## config.mk

```make
export PLATFORM = sky130hd
export DESIGN_NAME = timer_ctrl
export DESIGN_NICKNAME = d
export VERILOG_FILES = /design/src/core/timer_pkg.sv /design/src/core/timer_ctrl.sv
export SDC_FILE = /design/constraint.sdc
export NUM_CORES = 1
export LEC_CHECK = 0
export ABC_AREA = 1
export BUFFER_PORTS_ARGS = -buffer_cell sky130_fd_sc_hd__buf_2
export CAP_MARGIN = 30
export CORE_MARGIN = 2
export CORE_UTILIZATION = 51
export CTS_BUF_LIST = sky130_fd_sc_hd__clkbuf_8
export DETAILED_ROUTE_END_ITERATION = 10
export PLACE_DENSITY = 0.79
export SLEW_MARGIN = 20
export SYNTH_ARGS = -nofsm -noshare
export SYNTH_HDL_FRONTEND = slang
export SYNTH_SLANG_ARGS = --single-unit
export TNS_END_PERCENT = 10
```

## constraint.sdc

```tcl
create_clock -name hclk -period 1.59 [get_ports hclk]
set_input_delay 0.477 -clock hclk [delete_from_list [all_inputs] [get_ports hclk]]
set_output_delay 0.477 -clock hclk [all_outputs]
set_load 0.02 [all_outputs]
```

## src/core/timer_pkg.sv

```systemverilog
// constants, field layouts and carrier types of the dual 8-bit timer control block
// assumes an ahb-lite register bus and a counting datapath outside this block
// Behaviour
// - first timer has control, period, pulse-width registers
// - first control register resets to zero
// - clock select codes pick documented source ticks
// - start low stops and clears; high runs
// - mode codes: timer, divider, pwm, cascade
// - cascade needs first mode 011; second picks mode
// - cascade source from first clock select
// - cascade start and preset from second timer
// - timer registers eight bits, reset all ones
// - second timer has same three registers
// - second mode 1xx counts first overflow
package timer_pkg;
   // register indices; byte address is four times the index
   localparam logic [7:0] IDX_A_CTRL   = 8'h1A;
   localparam logic [7:0] IDX_B_CTRL   = 8'h1B;
   localparam logic [7:0] IDX_A_PERIOD = 8'h1C;
   localparam logic [7:0] IDX_A_PW     = 8'h1D;
   localparam logic [7:0] IDX_B_PERIOD = 8'h1E;
   localparam logic [7:0] IDX_B_PW     = 8'h1F;
   localparam logic [7:0] IDX_CONFIG   = 8'h20;
   localparam logic [7:0] IDX_STATUS   = 8'h21;

   localparam logic [7:0] CTRL_RESET  = 8'h00;
   localparam logic [7:0] TREG_RESET  = 8'hFF;
   // clock codes usable in slow and sleep modes: 000, 100, 110, 111
   localparam logic [7:0] SLOW_CLK_MASK = 8'hD1;
   localparam logic [2:0] CLK_FC       = 3'h6;
   localparam logic [2:0] CLK_PIN      = 3'h7;

   typedef enum logic [2:0] {
      MODE_TIMER   = 3'h0,
      MODE_DIVIDER = 3'h1,
      MODE_PWM     = 3'h2,
      MODE_CASCADE = 3'h3
   } mode_e;

   typedef enum logic [1:0] {
      PWR_NORMAL = 2'h0,
      PWR_IDLE   = 2'h1,
      PWR_SLOW   = 2'h3,
      PWR_SLEEP  = 2'h2
   } power_e;

   typedef struct packed {
      logic       flop_preset;
      logic [2:0] clock_select;
      logic       start;
      logic [2:0] mode;
   } ctrl_s;

   typedef struct packed {
      logic       run;
      logic       flop_preset;
      logic       clear;
      logic [2:0] mode;
      logic [7:0] period;
      logic [7:0] pulse_width;
   } timer_cfg_s;
endpackage : timer_pkg

```

## src/core/timer_ctrl.sv

```systemverilog
// control logic for two 8-bit timers, separate or cascaded, on an ahb-lite slave
// assumes hclk is the high-frequency clock; low_freq_tick, pins and overflow are
// synchronous to hclk; the counters themselves sit outside
//
// The AHB-Lite interface to the registers is this design's own decision.
`timescale 1ns/1ps
module timer_ctrl (
   input  wire logic                    hclk,
   input  wire logic                    hresetn,
   input  wire logic                    ce,
   input  wire logic                    hsel,
   input  wire logic [31:0]             haddr,
   input  wire logic [1:0]              htrans,
   input  wire logic                    hwrite,
   input  wire logic [2:0]              hsize,
   input  wire logic [31:0]             hwdata,
   input  wire logic                    hready,
   output logic      [31:0]             hrdata,
   output logic                         hreadyout,
   output logic                         hresp,
   input  wire logic [1:0]              power_mode,
   input  wire logic                    low_freq_tick,
   input  wire logic                    timer_a_pin,
   input  wire logic                    timer_b_pin,
   input  wire logic                    timer_a_overflow,
   output logic                         timer_a_tick,
   output logic                         timer_b_tick,
   output timer_pkg::timer_cfg_s        timer_a_cfg,
   output timer_pkg::timer_cfg_s        timer_b_cfg
);
   timer_pkg::ctrl_s timer_a_control;
   timer_pkg::ctrl_s timer_b_control;
   logic [7:0]       timer_a_period;
   logic [7:0]       timer_a_pulse_width;
   logic [7:0]       timer_b_period;
   logic [7:0]       timer_b_pulse_width;
   logic             prescale_source_select;

   // bus data-phase state
   logic             dp_write;
   logic             dp_read;
   logic [29:0]      dp_word;

   // prescaler state
   logic [10:0]      div_cnt;
   logic [2:0]       fs_cnt;
   logic             pin_a_q;
   logic             pin_b_q;

   // ---------------- ahb-lite slave ----------------
   wire addr_take = hsel & hready & htrans[1];
   wire hit_a_ctrl = dp_word == {22'h0, timer_pkg::IDX_A_CTRL};
   wire hit_b_ctrl = dp_word == {22'h0, timer_pkg::IDX_B_CTRL};
   wire hit_a_per  = dp_word == {22'h0, timer_pkg::IDX_A_PERIOD};
   wire hit_a_pw   = dp_word == {22'h0, timer_pkg::IDX_A_PW};
   wire hit_b_per  = dp_word == {22'h0, timer_pkg::IDX_B_PERIOD};
   wire hit_b_pw   = dp_word == {22'h0, timer_pkg::IDX_B_PW};
   wire hit_config = dp_word == {22'h0, timer_pkg::IDX_CONFIG};
   wire hit_status = dp_word == {22'h0, timer_pkg::IDX_STATUS};
   wire wr_en      = ce & dp_write;

   assign hreadyout = ~dp_read;
   assign hresp     = 1'b0;

   always_ff @(posedge hclk or negedge hresetn) begin
      if (!hresetn) begin
         dp_write <= 1'b0;
         dp_read  <= 1'b0;
         dp_word  <= 30'h0;
      end else if (ce) begin
         dp_write <= addr_take & hwrite;
         dp_read  <= addr_take & ~hwrite;
         dp_word  <= addr_take ? haddr[31:2] : dp_word;
      end
   end

   // ---------------- source clock ticks ----------------
   wire low_power = (power_mode == timer_pkg::PWR_SLOW) | (power_mode == timer_pkg::PWR_SLEEP);
   wire fc2       = div_cnt[0];
   wire fc8       = &div_cnt[2:0];
   wire fc32      = &div_cnt[4:0];
   wire fc128     = &div_cnt[6:0];
   wire fc2048    = &div_cnt[10:0];
   wire fs8       = low_freq_tick & (&fs_cnt);
   // code 000 falls back to fs/8 in slow or sleep mode, or when prescale_source_select is set
   wire slot0     = (low_power | prescale_source_select) ? fs8 : fc2048;
   wire pin_a_rise = timer_a_pin & ~pin_a_q;
   wire pin_b_rise = timer_b_pin & ~pin_b_q;
   wire [7:0] src_a = {pin_a_rise, 1'b1, fc2, low_freq_tick, fc8, fc32, fc128, slot0};
   wire [7:0] src_b = {pin_b_rise, 1'b1, fc2, low_freq_tick, fc8, fc32, fc128, slot0};

   always_ff @(posedge hclk or negedge hresetn) begin
      if (!hresetn) begin
         div_cnt <= 11'h000;
         fs_cnt  <= 3'h0;
         pin_a_q <= 1'b0;
         pin_b_q <= 1'b0;
      end else if (ce) begin
         div_cnt <= div_cnt + 11'h001;
         fs_cnt  <= low_freq_tick ? fs_cnt + 3'h1 : fs_cnt;
         pin_a_q <= timer_a_pin;
         pin_b_q <= timer_b_pin;
      end
   end

   // ---------------- run control and source selection ----------------
   wire cascade = timer_a_control.mode == timer_pkg::MODE_CASCADE;
   // cascaded pair takes start and preset from the second timer
   wire a_run   = cascade ? timer_b_control.start : timer_a_control.start;
   wire a_flop  = cascade ? timer_b_control.flop_preset : timer_a_control.flop_preset;
   wire b_run   = timer_b_control.start;
   wire a_ok    = ~low_power | timer_pkg::SLOW_CLK_MASK[timer_a_control.clock_select];
   wire b_ok    = ~low_power | timer_pkg::SLOW_CLK_MASK[timer_b_control.clock_select];
   // lower byte of a cascade counts on the first timer's own select
   wire next_a_tick = a_run & a_ok & src_a[timer_a_control.clock_select];
   wire b_upper     = timer_b_control.mode[2];
   wire next_b_tick = b_run & (b_upper ? timer_a_overflow
                                       : (b_ok & src_b[timer_b_control.clock_select]));

   always_ff @(posedge hclk or negedge hresetn) begin
      if (!hresetn) begin
         timer_a_tick <= 1'b0;
         timer_b_tick <= 1'b0;
      end else if (ce) begin
         timer_a_tick <= next_a_tick;
         timer_b_tick <= next_b_tick;
      end
   end

   // ---------------- registers ----------------
   always_ff @(posedge hclk or negedge hresetn) begin
      if (!hresetn) begin
         timer_a_control <= timer_pkg::CTRL_RESET;
         timer_b_control <= timer_pkg::CTRL_RESET;
         timer_a_period  <= timer_pkg::TREG_RESET;
         timer_a_pulse_width <= timer_pkg::TREG_RESET;
         timer_b_period  <= timer_pkg::TREG_RESET;
         timer_b_pulse_width <= timer_pkg::TREG_RESET;
         prescale_source_select <= 1'b0;
      end else if (wr_en) begin
         // plain storage; run-time write limits are the software's duty
         if (hit_a_ctrl) timer_a_control <= hwdata[7:0];
         if (hit_b_ctrl) timer_b_control <= hwdata[7:0];
         if (hit_a_per)  timer_a_period <= hwdata[7:0];
         if (hit_a_pw)   timer_a_pulse_width <= hwdata[7:0];
         if (hit_b_per)  timer_b_period <= hwdata[7:0];
         if (hit_b_pw)   timer_b_pulse_width <= hwdata[7:0];
         if (hit_config) prescale_source_select <= hwdata[0];
      end
   end

   wire [7:0] status = {2'b00, low_power, ~b_ok, ~a_ok, cascade, b_run, a_run};
   wire [7:0] rd_value = hit_a_ctrl ? timer_a_control :
                         hit_b_ctrl ? timer_b_control :
                         hit_a_per  ? timer_a_period :
                         hit_a_pw   ? timer_a_pulse_width :
                         hit_b_per  ? timer_b_period :
                         hit_b_pw   ? timer_b_pulse_width :
                         hit_config ? {7'h00, prescale_source_select} :
                         hit_status ? status : 8'h00;

   // read data registered during the single wait cycle
   always_ff @(posedge hclk or negedge hresetn) begin
      if (!hresetn) begin
         hrdata <= 32'h0000_0000;
      end else if (ce & dp_read) begin
         hrdata <= {24'h000000, rd_value};
      end
   end

   // ---------------- configuration towards the datapath ----------------
   always_ff @(posedge hclk or negedge hresetn) begin
      if (!hresetn) begin
         timer_a_cfg <= '0;
         timer_b_cfg <= '0;
      end else if (ce) begin
         timer_a_cfg <= {a_run, a_flop, ~a_run, timer_a_control.mode,
                          timer_a_period, timer_a_pulse_width};
         timer_b_cfg <= {b_run, timer_b_control.flop_preset, ~b_run, timer_b_control.mode,
                          timer_b_period, timer_b_pulse_width};
      end
   end
endmodule : timer_ctrl

```

Yosys cells after proc, flatten, opt, wreduce, memory -nomap -nowiden
Memories as Yosys holds them, arrays and structs flattened.
Cells that the tools add are included.
- reduce and logical (&&, ||, !) cells: 14
- equal/unequal tests: 11
- divide/modulo/power cells: 0
- muxes and demuxes: 18
- order comparisons: 2
- multipliers: 0
- bitwise gates (word level): 26
- shifts and indexed selects: 0
- add/sub/neg operators: 2
- operator list (kind ; count):
    30-bit by 5-bit equality test with 1-bit output, second input constant ; 6
    30-bit by 6-bit equality test with 1-bit output, second input constant ; 2
    8-bit two-way mux ; 6
    2-bit AND reduction ; 9
    1-bit AND ; 13
    6-bit two-way mux ; 2
    11-bit by 1-bit adder with 11-bit output, second input constant ; 1
    11-bit AND reduction ; 1
    1-bit inverter ; 9
    3-bit by 4-bit < comparator with 1-bit output, second input constant ; 2
    1-bit two-way mux ; 8
    7-bit AND reduction ; 1
    1-bit binary-select mux with 3-bit select ; 2
    3-bit AND reduction ; 2
    5-bit AND reduction ; 1
    2-bit equality test, second input constant ; 2
    1-bit OR ; 4
    3-bit by 1-bit adder with 3-bit output, second input constant ; 1
    3-bit by 2-bit equality test with 1-bit output, second input constant ; 1
- memories: 2
- bits in latches: 0
- RAM bits: 0
- logic and storage cells: 110
- output and inout port bits: 80
- flip-flop bits (word level): 151
- bits in read-only memories: 16
- bits of input ports: 81
- memories (name ; words ; bits a word ; rd ports ; clocked after memory_dff ; wr ports ; line ; text):
    (no name shown) ; 8 ; 1 ; 1 ; 0 ; 0 ; timer_ctrl.sv:113 ; wire b_ok = ~low_power | timer_pkg::SLOW_CLK_MASK[timer_b_control.clock_select];
    (no name shown) ; 8 ; 1 ; 1 ; 0 ; 0 ; timer_ctrl.sv:112 ; wire a_ok = ~low_power | timer_pkg::SLOW_CLK_MASK[timer_a_control.clock_select];

Logic depth before layout (Yosys ltp)
Gate-level depths: netlist (run 1).
- depth after elaboration: 13
- depth in mapped cells: 13

Worst setup path before layout (run 1)
OpenSTA, ideal clock, no wires.
- kind: in2reg
- from: in ce
- to: reg div_cnt[9]
- stages: 8
- buffers on the path: 1
- path slack: -175 ps
- arrival: 1647 ps
- data required time: 1472 ps
- path through: buf_4 inv_2 nor4_1 nand3_1 nor3_1 nand3_1 xor2_1 inv_1
- RTL lines (element ; line ; text):
    from (decl) ; timer_ctrl.sv:10 ; input wire logic ce,
    to (signal assigned) ; timer_ctrl.sv:99 ; div_cnt <= div_cnt + 11'h001;
    to (decl) ; timer_ctrl.sv:45 ; logic [10:0] div_cnt;

Worst setup path in the final report (run 1)
- from: reg dp_word[12]
- to: reg hrdata[3]
- longest elaborated chain between the ends: 9
- ends and longest elaborated chain (element ; line ; text):
    from (decl) ; timer_ctrl.sv:42 ; logic [29:0] dp_word;
    from (signal assigned) ; timer_ctrl.sv:73 ; dp_word <= addr_take ? haddr[31:2] : dp_word;
    30-bit by 6-bit equality test with 1-bit output ; timer_ctrl.sv:59 ; wire hit_status = dp_word == {22'h0, timer_pkg::IDX_STATUS};
    6-bit two-way mux ; timer_ctrl.sv:160 ; hit_status ? status : 8'h00;
    6-bit two-way mux ; timer_ctrl.sv:159 ; hit_config ? {7'h00, prescale_source_select} :
    8-bit two-way mux ; timer_ctrl.sv:158 ; hit_b_pw ? timer_b_pulse_width :
    8-bit two-way mux ; timer_ctrl.sv:157 ; hit_b_per ? timer_b_period :
    8-bit two-way mux ; timer_ctrl.sv:156 ; hit_a_pw ? timer_a_pulse_width :
    8-bit two-way mux ; timer_ctrl.sv:155 ; hit_a_per ? timer_a_period :
    8-bit two-way mux ; timer_ctrl.sv:154 ; hit_b_ctrl ? timer_b_control :
    8-bit two-way mux (*) ; timer_ctrl.sv:153 ; wire [7:0] rd_value = hit_a_ctrl ? timer_a_control :
    to (signal assigned) ; timer_ctrl.sv:167 ; hrdata <= {24'h000000, rd_value};
    to (decl) ; timer_ctrl.sv:18 ; output logic [31:0] hrdata,
Every way passes the cells marked *; elsewhere a longest branch is shown, timed or not.
A chain may end at the register's enable or synchronous reset.

==> results of run 1 <==
[worst min-delay path, cell delays in order]
cell	delay (ns)
buf_2	0.07
nand2_1	0.04
nand2_1	0.04
[power groups by stage]
| stage | Combinational, mW | Sequential [mW] | Clock [mW] |
|---|---|---|---|
| 4_1_cts | 1.25 | 4.31 | 2.90 |
| 2_1_floorplan | 0.736 | 4.35 | 0 |
| 5_1_grt | 1.45 | 4.35 | 3.05 |
| 3_5_place_dp | 1.19 | 4.38 | 0 |
| 6_report | 1.28 | 4.32 | 2.84 |
| 3_3_place_gp | 1.15 | 4.36 | 0 |
[how the worst max path moves through the flow]
stage                                 start  slack (ns)  cells past startpoint                                  to
finish              dp_word[12]$_DFFE_PN0P_       -0.12                     11               hrdata[3]$_DFFE_PN0P_
global route        dp_word[12]$_DFFE_PN0P_       -0.25                     11               hrdata[3]$_DFFE_PN0P_
CTS                  dp_word[6]$_DFFE_PN0P_        -0.1                     10               hrdata[3]$_DFFE_PN0P_
detailed placement   dp_word[5]$_DFFE_PN0P_       -0.17                     11  timer_b_pulse_width[5]$_DFFE_PN1P_
global placement     dp_word[5]$_DFFE_PN0P_       -0.13                     14               hrdata[5]$_DFFE_PN0P_
floorplan           dp_word[18]$_DFFE_PN0P_       -0.13                      9      timer_b_control[5]$_DFFE_PN0P_
[layer usage]
metal	up-vias	GRT usage (%)	wire [um]
met5	-	0	0
met4	0	8.79	245
met3	26	5.12	1060
met2	221	37.5	7800
met1	2749	32.2	7330
li1	2837	-	-
[area by class of cell]
cell class	instances	area, um2
fillers	1077	4650
repair buffers	167	1130
well taps	176	220
clock buffers	19	262
multi-input cells	560	2800
flip-flops and latches	151	3820
inverters	73	287
clock inverters	13	118
[cells by family after synthesis]
| logic type | Yosys count |
|---|---|
| AOI/OAI and AO/OA | 107 |
| xor gates and xnor gates | 9 |
| adders and majority gates | 5 |
| buffers and inverters | 122 |
| DFF | 151 |
| muxes | 2 |
| other | 1 |
| and+or+nand+nor | 411 |
[metrics by stage]
| step | setup slack (ns) | util [%] | total power, mW | cells |
|---|---|---|---|---|
| floorplan | -0.132 | - | 5.08 | 832 |
| global placement | -0.132 | 60.3 | 5.51 | 1120 |
| detailed placement | -0.171 | 60.3 | 5.57 | 1120 |
| CTS | -0.0968 | 64.1 | 8.47 | 1156 |
| global route | -0.248 | 65.0 | 8.85 | 1159 |
| finish | -0.120 | 65.0 | 8.43 | 1159 |
[placed cells by master (no fill, tap or decap), types with 6 or more instances in the layout]
cell type,instances
inv_1,65
buf_4,46
conb_1,25
buf_12,7
o21ai_2,24
xor2_1,8
nand2_2,16
dfstp_2,32
inv_2,9
nand4_1,14
nand3_1,15
o21ai_0,46
buf_2,102
dfrtp_1,119
nor2_1,37
clkbuf_8,19
o21ai_1,24
buf_6,10
nand2_1,298
a21oi_1,6
[sequential cells by signal (all words and copies together), names as in the netlist, 3 cells and up]
| name | cells |
|---|---|
| div_cnt | 11 |
| dp_word | 30 |
| fs_cnt | 3 |
| hrdata | 8 |
| timer_a_cfg | 22 |
| timer_a_control | 8 |
| timer_a_period | 8 |
| timer_a_pulse_width | 8 |
| timer_b_cfg | 22 |
| timer_b_control | 6 |
| timer_b_period | 8 |
| timer_b_pulse_width | 8 |
[repair_timing]
| action | 4_1_cts | 5_1_grt |
|---|---|---|
| endpoints found under the hold margin | 15 | 0 |
| buffers inserted | 3 | 2 |
| setup endpoints to repair | 60 | 61 |
| gates resized for setup | 43 | 34 |
| cloned | 0 | 1 |
| hold buffers | 1 | 0 |
| pin swaps | 7 | 8 |
==> out/metrics.cfg, run 1 <==
[run_status]
run_status = complete, but fails checks
violations = setup timing

[sta]
slew_violations = 0
fin_skew_ns = 0.0124
period_needed_ns = 1.71
setup_violations = 33
fmax_mhz = 585
hold_slack_ns = 0.207
fin_crit_sh_pct = 108
fin_setup_tns_ns = -1.94
fin_ws_ns = -0.120
hold_violations = 0
rsz0062_at_grt = true

[hold_path]
whs_path_depth = 3
hp-class = in -> reg
whs_endpoint = dp_word[25]$_DFFE_PN0P_
hold_start = haddr[27]

[final_layout]
fin_nets = 1056
postLayoutCellArea_mm2 = 0.00864
num_antenna_cells = 0
syn_to_final_growth_pct = 23.9
drive_gt1_share_pct = 31.4

[global_route]
grt_pass1_wl_um = 26900
antenna_found_initial = 0
grt_use_total_pct = 23.7
grt_max_degree = 50
grt_pass1_vias = 5558
grt_remaining_overflow = 0

[worst_setup_path]
path_cells = inv_1, nand2_2, nor2_4, nand2_4, buf_4, nor3_4, buf_6, nand2_1, nand4_1, nand2_1, nand2_1
rrSetupSlack_ns = -0.12
crit_type = reg -> reg
crit_required_ns = 1.98
cp_common_cell = nand2_1
slowest_stage = dfrtp_1
path_delay_family = simple AND/OR/NAND/NOR gates
reg2reg_depth = 11
cp.arrival_ns = 2.10
critPathLaunchType = register
endpoint_kind = register
worstPathMaxFanout = 8
r2r_start = dp_word[12]$_DFFE_PN0P_
cpPeakStageDelay_ns = 0.36
r2r_end = hrdata[3]$_DFFE_PN0P_
cp_num_buf_inv = 3

[detailed_routing]
firstDrtPassIters = 5
wl_per_cell_um = 14.2
drtAntennaViolNets = 0
drc = 0
viasPerCell = 5.03
num_vias = 5833
wirelength_um = 16400
drtIter0Drc = 512

[cts]
cts_tree = done
root_buffer = clkbuf_8
cts_buffers = 17
cts_buffer_depth = 2
path_clk_slew_ns = 0.08
h-tree-depth = 4
clkLatencyLatePin_ns = 0.46
clock_sinks = 151

[logic_synthesis]
synthAdderAreaFrac_pct = 0.897
yosys.area.top_type = dfrtp_1
synth_area_per_cell_um2 = 8.63
yosysMostFrequentCell = nand2_1
synthMuxAreaShare_pct = 0.323
synthesis.area_mm2 = 0.00698
synth_top_family_by_area = simple AND/OR/NAND/NOR gates
synth_seq_cells = 151
synth-xor-area-share_pct = 1.13
synth_warnings = 0
synth_flop_cell = dfrtp_1
synth_edf_count = 0
netlist.area_leader.share_pct = 42.7
ys_async_sr_fraction_pct = 100
synth_cells = 808
synth_compound_area_share_pct = 8.93
yosys.area_share.simple_pct = 25.4
ys_seq_area_share_pct = 54.7
synth_commonest_cells = nand2_1 (312), dfrtp_1 (119), o21ai_0 (67)
ys_top_cells_by_area = dfrtp_1 (43%), nand2_1 (17%), dfstp_2 (12%), o21ai_0 (4.8%), inv_1 (3.5%)
ys_types = 42

[placed_design]
port-buffer-count = 104
post_dp_cell_area_mm2 = 0.00802
gp_congestion = 0.868
place_hpwl_um = 11600

[power_and_ir_drop]
power.switching_mw = 2.33
p_sw_share_pct = 27.6
pwr-share-clk_pct = 33.7
p_leak_nw = 4.51
share_seq_of_total_power_pct = 51.2
powerDensity_mw_per_mm2 = 976
intPower_mw = 6.10
peakVddDrop_mv = 0.620
combPwrFrac_pct = 15.1

[run]
max_cap_viol_count = 0

[floorplan]
initial_core_util_pct = 52.5
ioPinCount = 161
row_count = 42
die_w_um = 121
die_h_um = 121
dieArea_mm2 = 0.0146
core_area_mm2 = 0.0133

(Power assumes the default switching activity.)
==> run 2: changes to the inputs <==
--- a/config.mk
+++ b/config.mk
@@ -12,6 +12,7 @@
 export CORE_UTILIZATION = 51
 export CTS_BUF_LIST = sky130_fd_sc_hd__clkbuf_8
 export DETAILED_ROUTE_END_ITERATION = 10
+export HOLD_SLACK_MARGIN = 0.06
 export PLACE_DENSITY = 0.79
 export SLEW_MARGIN = 20
 export SYNTH_ARGS = -nofsm -noshare
==> constraint.sdc (replaced) <==
create_clock -name hclk -period 1.4 [get_ports hclk]
set_input_delay 0.42 -clock hclk [delete_from_list [all_inputs] [get_ports hclk]]
set_output_delay 0.42 -clock hclk [all_outputs]
set_load 0.02 [all_outputs]
==> run 2 against run 1 <==
Effect of this change: the run still ends with setup timing left; sequential share of layout area is 2.2 points lower; highest routed layer unchanged; core utilization is 3.5 points higher; flip-flop and latch count stayed put; critical endpoint unchanged.
==> out/metrics.cfg, run 2 (same netlist as run 1, synthesis figures left out) <==
[cts]
cts_buffer_depth = 2
path_clk_slew_ns = 0.08
clkLatencyLatePin_ns = 0.47
h-tree-depth = 4
root_buffer = clkbuf_8
cts_buffers = 17
clock_sinks = 151
cts_tree = done

[floorplan]
ioPinCount = 161
core_area_mm2 = 0.0133
initial_core_util_pct = 52.5
die_w_um = 121
dieArea_mm2 = 0.0146
die_h_um = 121
row_count = 42

[placed_design]
gp_congestion = 0.876
port-buffer-count = 104
post_dp_cell_area_mm2 = 0.00816
place_hpwl_um = 12000
place_inst = 1135

[final_layout]
top_register = dp_word
num_antenna_cells = 0
drive_gt1_share_pct = 36.3
postLayoutCellArea_mm2 = 0.00910
reg_top3 = dp_word (30), timer_a_cfg (22), timer_b_cfg (22)
instances_no_fill = 1181
fin_nets = 1078
final_cell_mix = nand2_1 (280), dfrtp_1 (119), buf_2 (93)
final_common_cell = nand2_1
syn_to_final_growth_pct = 30.5
largest_register_ffs = 30

[global_route]
grt_pass1_wl_um = 27200
grt_max_degree = 46
grt_use_total_pct = 24.0
antenna_found_initial = 0
grt_pass1_vias = 5649
grt_remaining_overflow = 0

[sta]
tightest_slew_ns = 0.500
fin_ws_ns = -0.362
hold_slack_ns = 0.147
fin_crit_sh_pct = 126
fmax_mhz = 568
slew_violations = 0
slew_headroom_pct = 66.5
setup_violations = 117
fin_skew_ns = 0.0144
period_needed_ns = 1.76
rsz0062_at_grt = true
hold_violations = 0

[worst_setup_path]
endpoint_kind = register
rrSetupSlack_ns = -0.36
cp.arrival_ns = 2.17
crit_required_ns = 1.81
crit_type = reg -> reg
critPathLaunchType = register
worstPathMaxFanout = 6

[run_status]
violations = setup timing
run_status = complete, but fails checks

[power_and_ir_drop]
p_leak_nw = 4.71
power_mw = 10.4
powerDensity_mw_per_mm2 = 1140
peakVddDrop_mv = 0.840

[hold_path]
hp-class = in -> reg

[detailed_routing]
drc = 0
wl_per_cell_um = 15.0
viasPerCell = 5.10
num_vias = 6018
wirelength_um = 17700
drtAntennaViolNets = 0
firstDrtPassIters = 5
drtIter0Drc = 491

[run]
max_cap_viol_count = 0

[run 2: cell types whose count changed in the layout (fill, tap and decap cells not counted), moves of 3 or more]
cell and delta:
buf_2 -9, buf_4 +23, buf_6 +6, clkbuf_8 +4, inv_1 -7, inv_2 +3, nand2_1 -18, nand2_2 +12
nand2_4 +5, nand3_1 -3, nand3_2 +3, nor2_1 -5, nor2_4 +3, o21ai_1 -3
[run 2: worst max-delay path, cell delays in order, from the launching register on]
cell     delay [ns]
dfrtp_1        0.39
inv_2          0.07
nand2_2        0.06
nor2_4         0.20
buf_6          0.13
nand2_1        0.08
nor2_4         0.15
nand2_4        0.08
inv_6          0.09
nand2_1        0.07
nand3_1        0.11
nor2_1         0.06
nand4_1        0.10
nand2_1        0.06
nand2_1        0.05
[run 2: what timing repair did]
| action | CTS | global route |
|---|---|---|
| setup endpoints to repair | 118 | 119 |
| resized for setup | 58 | 73 |
| hold buffers | 1 | 0 |
| setup buffers | 2 | 10 |
| gates cloned | 0 | 1 |
| endpoints found under the hold margin | 10 | 0 |
| pin swaps | 11 | 16 |
[run 2: layer usage]
metal	track usage (%)	vias to the layer above	wire length (um)	share of wire (%)
met5	0	-	0	0
met4	8.79	0	378	2.1
met3	5.87	34	1040	5.9
met2	39.0	193	8600	49
met1	31.4	2916	7650	43
li1	-	2875	-	-
[run 2: final cells by class]
type                            instances  area [um2]
Clock buffer                           23         317
Clock inverter                          9         144
Fill cell                            1036        4190
Inverter                               73         289
Multi-Input combinational cell        560        2950
Sequential cell                       151        3820
Tap cell                              176         220
Timing Repair Buffer                  189        1370
[run 2: path summary, 6_finish.rpt]
kind	from	endpoint	cells past startpoint
worst max-delay path	dp_word[5]$_DFFE_PN0P_	hrdata[3]$_DFFE_PN0P_	14
worst min register to register	timer_b_cfg[18]$_DFFE_PN0P_	timer_b_cfg[18]$_DFFE_PN0P_	2
min in group asynchronous	hresetn	timer_b_cfg[18]$_DFFE_PN0P_	2
worst max register to register	dp_word[5]$_DFFE_PN0P_	hrdata[3]$_DFFE_PN0P_	14
max in group asynchronous	hresetn	dp_word[21]$_DFFE_PN0P_	3
worst min-delay path	haddr[26]	dp_word[24]$_DFFE_PN0P_	3
[run 2: report_power, final]
group          internal, mW  switching (mW)
sequential             4.70           0.233
clock                  2.21            1.60
combinational         0.721           0.946
[run 2: through the flow]
step / util (%) / setup TNS (ns) / worst slack [ns]
2_1_floorplan: - / -14.38 / -0.322
3_3_place_gp: 61.4 / -15.07 / -0.321
3_5_place_dp: 61.4 / -18.10 / -0.383
4_1_cts: 66.1 / -16.39 / -0.300
5_1_grt: 68.5 / -25.93 / -0.472
6_report: 68.5 / -16.93 / -0.362
